File: config.mk
export PLATFORM = sky130hd
export DESIGN_NAME = voltage_angle_memory
export DESIGN_NICKNAME = d
export VERILOG_FILES = /design/src/logic/pulse_divider.v /design/src/logic/event_encoder.v /design/src/logic/voltage_angle_memory.v
export VERILOG_INCLUDE_DIRS = /design/src /design/src/logic
export SDC_FILE = /design/constraint.sdc
export NUM_CORES = 1
export LEC_CHECK = 0
export BUFFER_PORTS_ARGS = -buffer_cell sky130_fd_sc_hd__buf_2
export CAP_MARGIN = 10
export CORE_AREA = 2 2 161 163
export DETAILED_ROUTE_END_ITERATION = 10
export DIE_AREA = 0 0 163 165
export PLACE_DENSITY = 0.85
export SKIP_LAST_GASP = 1
export SLEW_MARGIN = 30
export SYNTH_ARGS = -nofsm -noshare
export SYNTH_HDL_FRONTEND = slang
export SYNTH_SLANG_ARGS = --single-unit
File: constraint.sdc
create_clock -name sys_clk -period 5.6 [get_ports sys_clk]
set_input_delay 0.84 -clock sys_clk [delete_from_list [all_inputs] [get_ports sys_clk]]
set_output_delay 0.84 -clock sys_clk [all_outputs]
set_load 0.05 [all_outputs]
File: src/logic/voltage_memory_map.vh
// Constants for the voltage angle memory block: modes, timing counts, event codes.
// Assumes a 250 MHz sys_clk; included by bare name from every file that uses its constants.
`ifndef VOLTAGE_MEMORY_MAP_VH
`define VOLTAGE_MEMORY_MAP_VH
// ****************************************************************
// Voltage measurement modes
// ****************************************************************
`define MODE_THREE_PHASE_NEUTRAL 2'h0
`define MODE_THREE_LINE_LINE 2'h1
`define MODE_TWO_LINE_LINE 2'h2
`define MODE_TWO_LINE_PLUS_RESIDUAL 2'h3
// ****************************************************************
// Timing
// ****************************************************************
`define CLK_MHZ 250
`define RMS_TICK_MS 5
`define RMS_TICK_CYCLES (`RMS_TICK_MS * 1000 * `CLK_MHZ)
`define HOLD_STEP_MS 10
`define HOLD_STEP_CYCLES (`HOLD_STEP_MS * 1000 * `CLK_MHZ)
`define HOLD_MIN_STEPS 16'h0002
`define HOLD_MAX_STEPS 16'h1388
`define ENGAGE_MIN_V 16'h00C8
`define ENGAGE_MAX_V 16'h1388
// ****************************************************************
// Event codes
// ****************************************************************
`define EV_ENABLED 4'h0
`define EV_DISABLED 4'h1
`define EV_VLOW_ON 4'h2
`define EV_VLOW_OFF 4'h3
`define EV_IHIGH_ON 4'h4
`define EV_IHIGH_OFF 4'h5
`define EV_FTRACK_ON 4'h6
`define EV_FTRACK_OFF 4'h7
`define EV_INUSE_ON 4'h8
`define EV_INUSE_OFF 4'h9
`define EV_BLOCK_ON 4'hA
`define EV_BLOCK_OFF 4'hB
`define EV_COUNT 12
`endif

File: src/logic/pulse_divider.v
// Divider that emits a one-cycle enable every LIMIT cycles.
// Assumes one clock, sys_clk; synchronous active-low reset.
`timescale 1ns/1ns
module pulse_divider
#(
   parameter [31:0] LIMIT = 32'h0000_0002
)
(
   input wire sys_clk,
   input wire resetn,
   input wire run,
   output reg tick_ff
);
   reg [31:0] count_ff;
   wire [31:0] nxt_count;

   // Wrap counter, restarts while run is low
   assign nxt_count = (count_ff == LIMIT - 32'h0000_0001) ? 32'h0000_0000 : count_ff + 32'h0000_0001;

   // Counter and tick register
   always @(posedge sys_clk)
   begin
      if (!resetn || !run)
      begin
         count_ff <= 32'h0000_0000;
         tick_ff <= 1'b0;
      end
      else
      begin
         count_ff <= nxt_count;
         tick_ff <= (count_ff == LIMIT - 32'h0000_0001);
      end
   end
endmodule

File: src/logic/event_encoder.v
// Turns per-event strobes into one coded event pulse, lowest code first.
// Assumes strobes are held pending until sent; one event leaves per cycle.
`timescale 1ns/1ns
`include "voltage_memory_map.vh"
module event_encoder
(
   input wire sys_clk,
   input wire resetn,
   input wire [`EV_COUNT-1:0] evStrobe,
   input wire [`EV_COUNT-1:0] evStoreMask,
   output reg evValid_ff,
   output reg [3:0] evCode_ff
);
   reg [`EV_COUNT-1:0] pend_ff;
   reg [`EV_COUNT-1:0] nxt_pend;
   reg [`EV_COUNT-1:0] pick;
   reg [3:0] pickCode;
   reg found;
   integer i;

   // Pick lowest pending event; new strobes join the pending set
   always @*
   begin
      pick = {`EV_COUNT{1'b0}};
      pickCode = 4'h0;
      found = 1'b0;
      for (i = 0; i < `EV_COUNT; i = i + 1)
      begin
         if (pend_ff[i] && !found)
         begin
            found = 1'b1;
            pick[i] = 1'b1;
            pickCode = i[3:0];
         end
      end
      nxt_pend = (pend_ff & ~pick) | (evStrobe & evStoreMask);
   end

   // Pending set and output event
   always @(posedge sys_clk)
   begin
      if (!resetn)
      begin
         pend_ff <= {`EV_COUNT{1'b0}};
         evValid_ff <= 1'b0;
         evCode_ff <= 4'h0;
      end
      else
      begin
         pend_ff <= nxt_pend;
         evValid_ff <= found;
         evCode_ff <= pickCode;
      end
   end
endmodule

File: src/logic/voltage_angle_memory.v
// Voltage angle memory: holds amplitude and pre-fault angles while voltages collapse.
// Assumes RMS and angle inputs synchronous to sys_clk, refreshed every 5 ms.
// Operation
// - Enable setting; disabled means the memory never engages.
// - Engage only when every used voltage is below the engage threshold.
// - With current qualification on, one phase current must also exceed threshold.
// - While engaged, report the engage threshold as voltage amplitude.
// - While engaged, supply angles latched just before the fault.
// - Memory-in-use flag output while engaged.
// - Blocking input sampled once at the start of each program cycle.
// - Inputs are RMS currents and four voltages on a 5 ms base.
// - Three channels in three-channel modes, two in two line-line mode.
// - Two line-line plus residual mode uses calculated phase-neutral voltages.
// - Engagement limited by definite hold limit, 0.02 to 50 s.
// - After hold expiry, signal stages to fall back to unidirectional.
// - Typical hold is 0.5 to 1.0 s; longer only with backup.
// - Fixed sampling mode uses the configured fixed frequency.
// - In fixed sampling mode, forced current following uses phase C frequency when voltages are absent.
// - Events: enabled/disabled and ON/OFF pairs for five conditions.
// - User chooses for all events together whether ON, OFF or both are stored.
`timescale 1ns/1ns
`include "voltage_memory_map.vh"
module voltage_angle_memory
#(
   // Program cycle and hold step lengths in clock cycles, 5 ms and 10 ms by default
   parameter [31:0] CYCLE_TICKS = `RMS_TICK_CYCLES,
   parameter [31:0] HOLD_TICKS = `HOLD_STEP_CYCLES
)
(
   input wire sys_clk,
   input wire resetn,
   input wire memoryEnable,
   input wire currentQualifyEnable,
   input wire currentBasedFreqFollow,
   input wire fixedSamplingMode,
   input wire [1:0] voltageMode,
   input wire [15:0] memoryEngageThreshold,
   input wire [15:0] currentQualifyThreshold,
   input wire [15:0] memoryHoldLimit,
   input wire memoryBlock,
   input wire [15:0] fixedFrequency,
   input wire [15:0] phaseCFrequency,
   input wire [15:0] phaseACurrentRms,
   input wire [15:0] phaseBCurrentRms,
   input wire [15:0] phaseCCurrentRms,
   input wire [15:0] firstVoltageRms,
   input wire [15:0] secondVoltageRms,
   input wire [15:0] thirdVoltageRms,
   input wire [15:0] fourthVoltageRms,
   input wire [15:0] phaseNeutralARms,
   input wire [15:0] phaseNeutralBRms,
   input wire [15:0] phaseNeutralCRms,
   input wire [15:0] firstAngle,
   input wire [15:0] secondAngle,
   input wire [15:0] thirdAngle,
   input wire [1:0] eventStoreSelect,
   output reg memoryInUse_ff,
   output reg unidirectionalFallback_ff,
   output reg freqFromCurrent_ff,
   output reg [15:0] samplingFrequency_ff,
   output reg [15:0] voltageAmplitude_ff,
   output reg [15:0] firstAngleOut_ff,
   output reg [15:0] secondAngleOut_ff,
   output reg [15:0] thirdAngleOut_ff,
   output reg eventValid_ff,
   output reg [3:0] eventCode_ff
);
   // ****************************************************************
   // Program cycle and hold time bases
   // ****************************************************************
   wire cycleTick;
   wire holdStep;

   // Program cycle follows the RMS refresh period
   pulse_divider #(.LIMIT(CYCLE_TICKS)) u_cycle_div
   (
      .sys_clk(sys_clk),
      .resetn(resetn),
      .run(1'b1),
      .tick_ff(cycleTick)
   );

   // Hold limit counts in 10 ms steps while engaged
   pulse_divider #(.LIMIT(HOLD_TICKS)) u_hold_div
   (
      .sys_clk(sys_clk),
      .resetn(resetn),
      .run(memoryInUse_ff),
      .tick_ff(holdStep)
   );

   // ****************************************************************
   // Voltage and current conditions
   // ****************************************************************
   reg [15:0] engageLevel;
   reg [15:0] holdSteps;
   reg voltageLow;
   reg currentHigh;

   // Clamp settings into their documented ranges
   always @*
   begin
      engageLevel = memoryEngageThreshold;
      if (engageLevel < `ENGAGE_MIN_V)
         engageLevel = `ENGAGE_MIN_V;
      if (engageLevel > `ENGAGE_MAX_V)
         engageLevel = `ENGAGE_MAX_V;
      holdSteps = memoryHoldLimit;
      if (holdSteps < `HOLD_MIN_STEPS)
         holdSteps = `HOLD_MIN_STEPS;
      if (holdSteps > `HOLD_MAX_STEPS)
         holdSteps = `HOLD_MAX_STEPS;
   end

   // Choose the used channels per voltage mode
   always @*
   begin
      case (voltageMode)
         `MODE_TWO_LINE_LINE:
            voltageLow = (firstVoltageRms < engageLevel) &&
               (secondVoltageRms < engageLevel);
         `MODE_TWO_LINE_PLUS_RESIDUAL:
            voltageLow = (phaseNeutralARms < engageLevel) &&
               (phaseNeutralBRms < engageLevel) &&
               (phaseNeutralCRms < engageLevel);
         default:
            voltageLow = (firstVoltageRms < engageLevel) &&
               (secondVoltageRms < engageLevel) &&
               (thirdVoltageRms < engageLevel);
      endcase
      currentHigh = (phaseACurrentRms > currentQualifyThreshold) ||
         (phaseBCurrentRms > currentQualifyThreshold) ||
         (phaseCCurrentRms > currentQualifyThreshold);
   end

   // ****************************************************************
   // Program cycle sampling and engage control
   // ****************************************************************
   reg block_ff;
   reg vlow_ff;
   reg ihigh_ff;
   reg enable_ff;
   reg [15:0] holdCount_ff;
   reg [15:0] angleA_ff;
   reg [15:0] angleB_ff;
   reg [15:0] angleC_ff;
   reg expired_ff;
   wire engageCond;
   wire holdDone;

   assign engageCond = enable_ff && !block_ff && vlow_ff &&
      (!currentQualifyEnable || ihigh_ff);
   assign holdDone = memoryInUse_ff && holdStep && (holdCount_ff + 16'h0001 >= holdSteps);

   // Sample inputs at each program cycle start, run the engage state
   always @(posedge sys_clk)
   begin
      if (!resetn)
      begin
         block_ff <= 1'b0;
         vlow_ff <= 1'b0;
         ihigh_ff <= 1'b0;
         enable_ff <= 1'b0;
         memoryInUse_ff <= 1'b0;
         expired_ff <= 1'b0;
         holdCount_ff <= 16'h0000;
         angleA_ff <= 16'h0000;
         angleB_ff <= 16'h0000;
         angleC_ff <= 16'h0000;
      end
      else
      begin
         if (cycleTick)
         begin
            block_ff <= memoryBlock;
            vlow_ff <= voltageLow;
            ihigh_ff <= currentHigh;
            enable_ff <= memoryEnable;
         end
         // Track pre-fault angles only while not engaged
         if (!memoryInUse_ff && !vlow_ff)
         begin
            angleA_ff <= firstAngle;
            angleB_ff <= secondAngle;
            angleC_ff <= thirdAngle;
         end
         if (memoryInUse_ff)
         begin
            if (!enable_ff || block_ff || holdDone)
            begin
               memoryInUse_ff <= 1'b0;
               expired_ff <= holdDone;
            end
            else if (holdStep)
               holdCount_ff <= holdCount_ff + 16'h0001;
         end
         else
         begin
            holdCount_ff <= 16'h0000;
            if (!vlow_ff)
               expired_ff <= 1'b0;
            else if (engageCond && !expired_ff)
               memoryInUse_ff <= 1'b1;
         end
      end
   end

   // ****************************************************************
   // Outputs toward the protection stages
   // ****************************************************************
   always @(posedge sys_clk)
   begin
      if (!resetn)
      begin
         unidirectionalFallback_ff <= 1'b0;
         freqFromCurrent_ff <= 1'b0;
         samplingFrequency_ff <= 16'h0000;
         voltageAmplitude_ff <= 16'h0000;
         firstAngleOut_ff <= 16'h0000;
         secondAngleOut_ff <= 16'h0000;
         thirdAngleOut_ff <= 16'h0000;
      end
      else
      begin
         unidirectionalFallback_ff <= expired_ff;
         freqFromCurrent_ff <= currentBasedFreqFollow && fixedSamplingMode && vlow_ff;
         if (currentBasedFreqFollow && fixedSamplingMode && vlow_ff)
            samplingFrequency_ff <= phaseCFrequency;
         else
            samplingFrequency_ff <= fixedFrequency;
         if (memoryInUse_ff)
         begin
            voltageAmplitude_ff <= engageLevel;
            firstAngleOut_ff <= angleA_ff;
            secondAngleOut_ff <= angleB_ff;
            thirdAngleOut_ff <= angleC_ff;
         end
         else
         begin
            voltageAmplitude_ff <= firstVoltageRms;
            firstAngleOut_ff <= firstAngle;
            secondAngleOut_ff <= secondAngle;
            thirdAngleOut_ff <= thirdAngle;
         end
      end
   end

   // ****************************************************************
   // Events
   // ****************************************************************
   reg [4:0] prev_ff;
   wire [4:0] curState;
   wire [`EV_COUNT-1:0] evStrobe;
   wire [`EV_COUNT-1:0] evStoreMask;
   wire evValid;
   wire [3:0] evCode;

   assign curState = {block_ff, memoryInUse_ff, freqFromCurrent_ff, ihigh_ff, vlow_ff};

   // Previous state for edge detection
   always @(posedge sys_clk)
   begin
      if (!resetn)
         prev_ff <= 5'h00;
      else
         prev_ff <= curState;
   end

   // One ON/OFF strobe pair per condition, bit 0 of select keeps ON, bit 1 keeps OFF
   genvar g;
   generate
      for (g = 0; g < 6; g = g + 1)
      begin : g_ev
         if (g == 0)
         begin : g_en
            reg enPrev_ff;
            always @(posedge sys_clk)
            begin
               if (!resetn)
                  enPrev_ff <= 1'b0;
               else
                  enPrev_ff <= enable_ff;
            end
            assign evStrobe[0] = enable_ff && !enPrev_ff;
            assign evStrobe[1] = !enable_ff && enPrev_ff;
         end
         else
         begin : g_cond
            assign evStrobe[2*g] = curState[g-1] && !prev_ff[g-1];
            assign evStrobe[2*g+1] = !curState[g-1] && prev_ff[g-1];
         end
         assign evStoreMask[2*g] = eventStoreSelect[0];
         assign evStoreMask[2*g+1] = eventStoreSelect[1];
      end
   endgenerate

   event_encoder u_events
   (
      .sys_clk(sys_clk),
      .resetn(resetn),
      .evStrobe(evStrobe),
      .evStoreMask(evStoreMask),
      .evValid_ff(evValid),
      .evCode_ff(evCode)
   );

   // Register event outputs at the top boundary
   always @(posedge sys_clk)
   begin
      if (!resetn)
      begin
         eventValid_ff <= 1'b0;
         eventCode_ff <= 4'h0;
      end
      else
      begin
         eventValid_ff <= evValid;
         eventCode_ff <= evCode;
      end
   end
endmodule

==> results.txt, run 1 <==
GR Layer Usage met2 - 44.9%
Port bufs - 370
Worst Path Arrival - 4920 ps
Final worst clock skew - 26.0 ps
Fin. Hold Viols - 0
Drt via density - 5.55
Initial antenna violation count - 5
Area leader, netlist - dfxtp_1
TritonCTS Buffers - 25
Critical Path RT - 6030 ps
Core box area - 25000 um^2
Clk slew on worst S/H paths - 60 ps
Pwr dens - 250 nW/um^2
Mapped Area - 13100 um^2
R2R setup slack - 1300 ps
Final setup violation count - 0
Clock Latency Late Sink - 530 ps
Sequential-to-total area share from yosys stat - 37.7%
CP Launch Point - memoryHoldLimit[14]
Met3 Use GR - 4.57%
Tmin final - 4490 ps
Most common cell after layout, fill and taps aside - buf_2
Synthesized flop and latch total - 246
Starting Density - 52.2%
Gpl congestion - 0.969
Worst-Margin Slew - 881 ps
Pins Over Slew Limit - 0
Global-route wire length before repair - 58.4 mm
Largest net degree at the start of global routing - 81
Post-route ant nets - 0
Post-CTS Resized - 0
Gr busiest metal - met2
Boundary Pins - 387
Fin crit share - 80.1%
Clock tree sinks - 246
Post-Route WL - 37.8 mm
Worst hold slack - 432 ps
Row count - 58
Clk root buf - clkbuf_16
Starting DRC count in detailed routing - 857
Cells after synthesis - 1535
Share of cells above drive strength 1 - 22.9%
Cell leakage power - 7.37 nW
Syn Area/Cell - 8.52 um^2
GRT overflow - 0
Yosys top cell area share - 37.7%
P&R area growth vs syn - 23.9%
Hold_sp - u_events.evValid_ff$_SDFF_PN0_
Die area - 26900 um^2
Outcome - complete, no violations
Commonest cells after routing, fill and taps aside - buf_2 (370), dfxtp_1 (245), nand2_1 (211), nor2_1 (182), ha_1 (157)
Critical path class - input port to flip-flop
Setup TNS - 0 ps
Die width - 163 um
CTS H-tree depth - 1
Vias in the first global route - 11800
Die height - 165 um
Ys async rst share - 0%
CTS tree - built
VDD IR max - 0.243 mV
DRC viols - 0
GR Util met1 - 34.2%
Hold-fix buffers at CTS - 0
Worst flop-to-flop path startpoint - holdCount_ff[0]$_SDFFE_PN0P_
Unrepaired setup endpoints after global routing - no
Maxcap violations - 0
Top cells by area, synth - dfxtp_1 (38%), ha_1 (15%), nand2_1 (6.1%)
Worst Setup EP - holdCount_ff[15]$_SDFFE_PN0P_
Worst r2r dst - holdCount_ff[5]$_SDFFE_PN0P_
Detailed placement HPWL - 28.5 mm
Element type at the critical path end - flip-flop
Slew headroom - 40.9%
Max clock buf depth - 3
Setup bufs post-CTS - 0
Ys Warns - 0
Crit-path max FO - 15
Routed length per instance - 16.7 um
Nets - 2364
Crit start category - input port
Post-synth top flop - dfxtp_1
Worst r2r path cells - 13
Unique cell type count in the Yosys netlist - 63
All-layer global routing usage - 26.8%
FMAX - 0.223 GHz
Routed vias - 12600
EDFF count, synth - 0
Pre-antenna DRT Iters - 6
Worst Hold Class - flip-flop to flip-flop
metal layers:
metal	routed length [um]	part of all wire (%)
met4	1570	4.2
met3	2330	6.2
met5	27	0.071
met1	15900	42
met2	18000	48
flip-flops by register name, indices dropped and copies added (netlist names), 5 cells and up:
name / flops
angleB_ff: 16
holdCount_ff: 16
thirdAngleOut_ff: 16
firstAngleOut_ff: 16
voltageAmplitude_ff: 16
u_cycle_div.count_ff: 32
angleA_ff: 16
u_hold_div.count_ff: 32
samplingFrequency_ff: 16
u_events.pend_ff: 12
secondAngleOut_ff: 16
angleC_ff: 16
prev_ff: 5
synth_stat cells (13+ instances only):
master      n
mux2i_1    50
xor2_1     50
a211oi_1   15
nand2_1   211
clkbuf_1   44
a21oi_1   135
nor3_1     19
nand3_1    51
nor2_1    183
nor4_1     23
inv_1      37
nand4_1    36
o211ai_1   16
a21o_1     26
xnor2_1    28
nor2b_1    15
o21ai_0    48
or3_1      13
dfxtp_1   246
and3_1     18
ha_1      157
and2_1     13
area by class of cell:
cell class              count  area, um^2
fillers                  2026        8840
inverters                  39         149
clock inverters             9         108
repair buffers            379        1960
flip-flops and latches    246        4930
multi-input cells        1217        7890
clock buffers              35         733
well taps                 330         413
diodes                      5        12.5
where the power goes:
group / switching, mW / internal (mW)
combinational: 0.332 / 0.203
sequential: 0.0195 / 1.80
clock: 0.694 / 1.00
how the worst min path moves through the flow:
stage,to,slack [ps],cells past startpoint
after detailed placement,eventCode_ff[3]$_SDFF_PN0_,420,1
final,eventValid_ff$_SDFF_PN0_,430,1
after CTS,eventValid_ff$_SDFF_PN0_,440,1
after global routing,eventValid_ff$_SDFF_PN0_,450,1
after floorplan,eventCode_ff[0]$_SDFF_PN0_,410,1
after global placement,eventValid_ff$_SDFF_PN0_,420,1
worst max-delay path: stages:
cell and delay [ps]:
buf_2 100, nor4_1 50, buf_4 150, and4_1 170
o41ai_1 260, a21oi_1 130, o31a_1 260, nor4_2 560
and3b_1 280, ha_1 220, nand2b_1 140, a21o_1 180
a211oi_1 230, o21a_1 390, o21ai_1 390, or3_1 420
a21oi_1 140
cells by family (layout without fill, tap and decap cells):
family,after synthesis,count (layout),share of synthesized area (%)
AOI/OAI and AO/OA,273,273,12.4
xor gates and xnor gates,78,78,5.23
adders and majority gates,157,157,15.0
buffers and inverters,92,462,2.65
DFF,246,246,37.7
muxes,51,51,3.91
other,1,26,0.0287
and+or+nand+nor,637,637,23.1
metrics by stage:
| stage | utilization, % | instance area [um^2] | setup WS [ps] | total power, mW | cells |
|---|---|---|---|---|---|
| final | 64.7 | 16200 | 1110 | 4.05 | 2260 |
| after global routing | 64.7 | 16200 | 853 | 4.20 | 2258 |
| after CTS | 64.6 | 16200 | 1180 | 4.07 | 2255 |
| after detailed placement | 61.3 | 15300 | 718 | 2.38 | 2211 |
| after global placement | 61.0 | 15300 | 894 | 2.36 | 2209 |
| after floorplan | - | 13100 | 1310 | 2.17 | 1555 |
(Power assumes the default switching activity.)
==> inputs of run 2 (changes only) <==
Settings changed: CORE_AREA 2 2 161 163 to 2 2 170 172, DIE_AREA 0 0 163 165 to 0 0 172 174, PLACE_DENSITY 0.85 to 0.81.
Clock period 5.6 ns to 3.65 ns, I/O delays scaled along.
==> run 2 against run 1 <==
  * Hold slack worse by 170 ps
  * Sequential share of layout area is 0.88 points lower
  * Routed wire length is 2.8% lower
  * Critical path type is now flip-flop to flip-flop
  * Non-clock buffer count is 34 higher
  * Global-route usage is 3.0 points lower
  * Largest power group is now clock
  * Flip-flop and latch count stayed put
  * Sequential power is 53% higher
  * Largest cell class unchanged
  * Die area is 11% higher
  * Clock skew is 10 ps lower
  * Cell area is 3.0% higher
  * Via count is 0.34% lower
==> results.txt, run 2 (synthesized netlist as in run 1, its figures left out) <==
Critical path class - flip-flop to flip-flop
Worst-Margin Slew - 919 ps
Worst Hold Class - input port to flip-flop
Element type at the critical path end - flip-flop
Final setup violation count - 0
Post-Route WL - 36.7 mm
Post-CTS Resized - 0
Tmin final - 3370 ps
Vias in the first global route - 12000
Die width - 172 um
Switch share - 24.4%
Seq pwr share - 42.4%
Max clock buf depth - 3
Placed cell area - 15700 um^2
Largest net degree at the start of global routing - 92
Cell leakage power - 7.60 nW
Critical path cell sequence - ha_1, nand3_1, nor3_2, and3_1, and3_1, nand3_1, xnor2_1, ha_1, a21o_1, a21o_1, a211oi_4, o21ai_4, or3_1, a21oi_1
Buffer and inverter count on the worst path - 0
Gpl congestion - 0.998
CP delay by family, top - simple AND/OR/NAND/NOR gates
Hold_sp - phaseCFrequency[11]
Core box area - 28200 um^2
Biggest registers after layout - u_cycle_div.count_ff: 32 flops, u_hold_div.count_ff: 32 flops
Routed vias - 12500
Die area - 29900 um^2
Drt via density - 5.33
Clock Latency Late Sink - 530 ps
Hold-fix buffers at CTS - 0
CP max stage cell - dfxtp_1
All-layer global routing usage - 23.8%
Switching pwr - 1.61 mW
Pins Over Slew Limit - 0
Pwr dens - 395 nW/um^2
VDD IR max - 0.356 mV
Internal - 4.98 mW
Unrepaired setup endpoints after global routing - no
Most common cell after layout, fill and taps aside - buf_2
Fin crit share - 92.3%
Gate power share - 12.7%
CTS tree - built
Slew headroom - 38.7%
TritonCTS Buffers - 26
CTS H-tree depth - 1
Detailed placement HPWL - 28.4 mm
Commonest cells after routing, fill and taps aside - buf_2 (370), dfxtp_1 (245), nand2_1 (211), nor2_1 (182), ha_1 (157)
Clock tree sinks - 246
Initial antenna violation count - 6
Critical Path RT - 4100 ps
Worst flop-to-flop path startpoint - holdCount_ff[0]$_SDFFE_PN0P_
P&R area growth vs syn - 27.6%
Setup bufs post-CTS - 0
Clock share of power - 44.9%
Maxcap violations - 0
Port bufs - 370
Setup TNS - 0 ps
Starting DRC count in detailed routing - 710
Nets - 2399
DRC viols - 0
Pre-antenna DRT Iters - 7
Final worst clock skew - 15.7 ps
Outcome - complete, no violations
GRT overflow - 0
Row count - 62
Share of cells above drive strength 1 - 24.4%
CP Launch Point - holdCount_ff[0]$_SDFFE_PN0P_
Clk root buf - clkbuf_16
Boundary Pins - 387
Crit start category - flip-flop
Fin. Hold Viols - 0
Final instance area - 16700 um^2
Worst Path Arrival - 3820 ps
Die height - 174 um
Clk slew on worst S/H paths - 60 ps
Starting Density - 46.3%
Total power - 6.59 mW
Largest stage delay, worst path - 400 ps
Routed length per instance - 15.6 um
FMAX - 0.297 GHz
Crit-path max FO - 11
Global-route wire length before repair - 58.2 mm
Post-route ant nets - 0
[run 2: area by class of cell]
cell class	instances	area, um^2
multi-input cells	1217	7920
clock buffers	32	723
flip-flops and latches	246	4930
well taps	384	480
diodes	6	15.0
inverters	39	151
clock inverters	12	249
repair buffers	413	2210
fillers	2576	11600
[run 2: worst min-delay path, cell delays in order]
cell and delay [ps]:
buf_2 90, nand2_1 40, a21oi_1 50
[run 2: power groups by stage]
stage                     registers (mW)  clock network, mW  logic [mW]
after floorplan                     3.01                  0       0.317
after global placement              2.85                  0       0.802
after detailed placement            2.85                  0       0.826
after CTS                           2.79               3.02       0.832
after global routing                2.80               3.14       0.925
final                               2.79               2.96       0.835
[run 2: layer usage]
| metal | up-vias | global-route usage [%] | share of wire (%) |
|---|---|---|---|
| li1 | 6220 | - | - |
| met1 | 5826 | 29.6 | 43 |
| met2 | 363 | 40.6 | 47 |
| met3 | 101 | 4.55 | 5.7 |
| met4 | 0 | 8.72 | 3.9 |
| met5 | - | 0 | 0 |
[run 2: path summary, 6_finish.rpt]
path	end	slack (ps)	cells after the start
worst min-delay path	samplingFrequency_ff[11]$_SDFF_PN0_	260	3
worst max-delay path	holdCount_ff[5]$_SDFFE_PN0P_	280	14
worst max register to register	holdCount_ff[5]$_SDFFE_PN0P_	280	14
worst min register to register	eventCode_ff[3]$_SDFF_PN0_	430	1
[run 2: per-stage QoR]
step / instances / setup slack [ps] / hold WS (ps) / util [%]
2_1_floorplan: 1555 / -142 / 412 / -
3_3_place_gp: 2298 / -109 / 420 / 55.4
3_5_place_dp: 2299 / -262 / 425 / 55.5
4_1_cts: 2343 / 77.9 / 237 / 58.9
5_1_grt: 2349 / 32.3 / 249 / 59.1
6_report: 2349 / 281 / 260 / 59.1
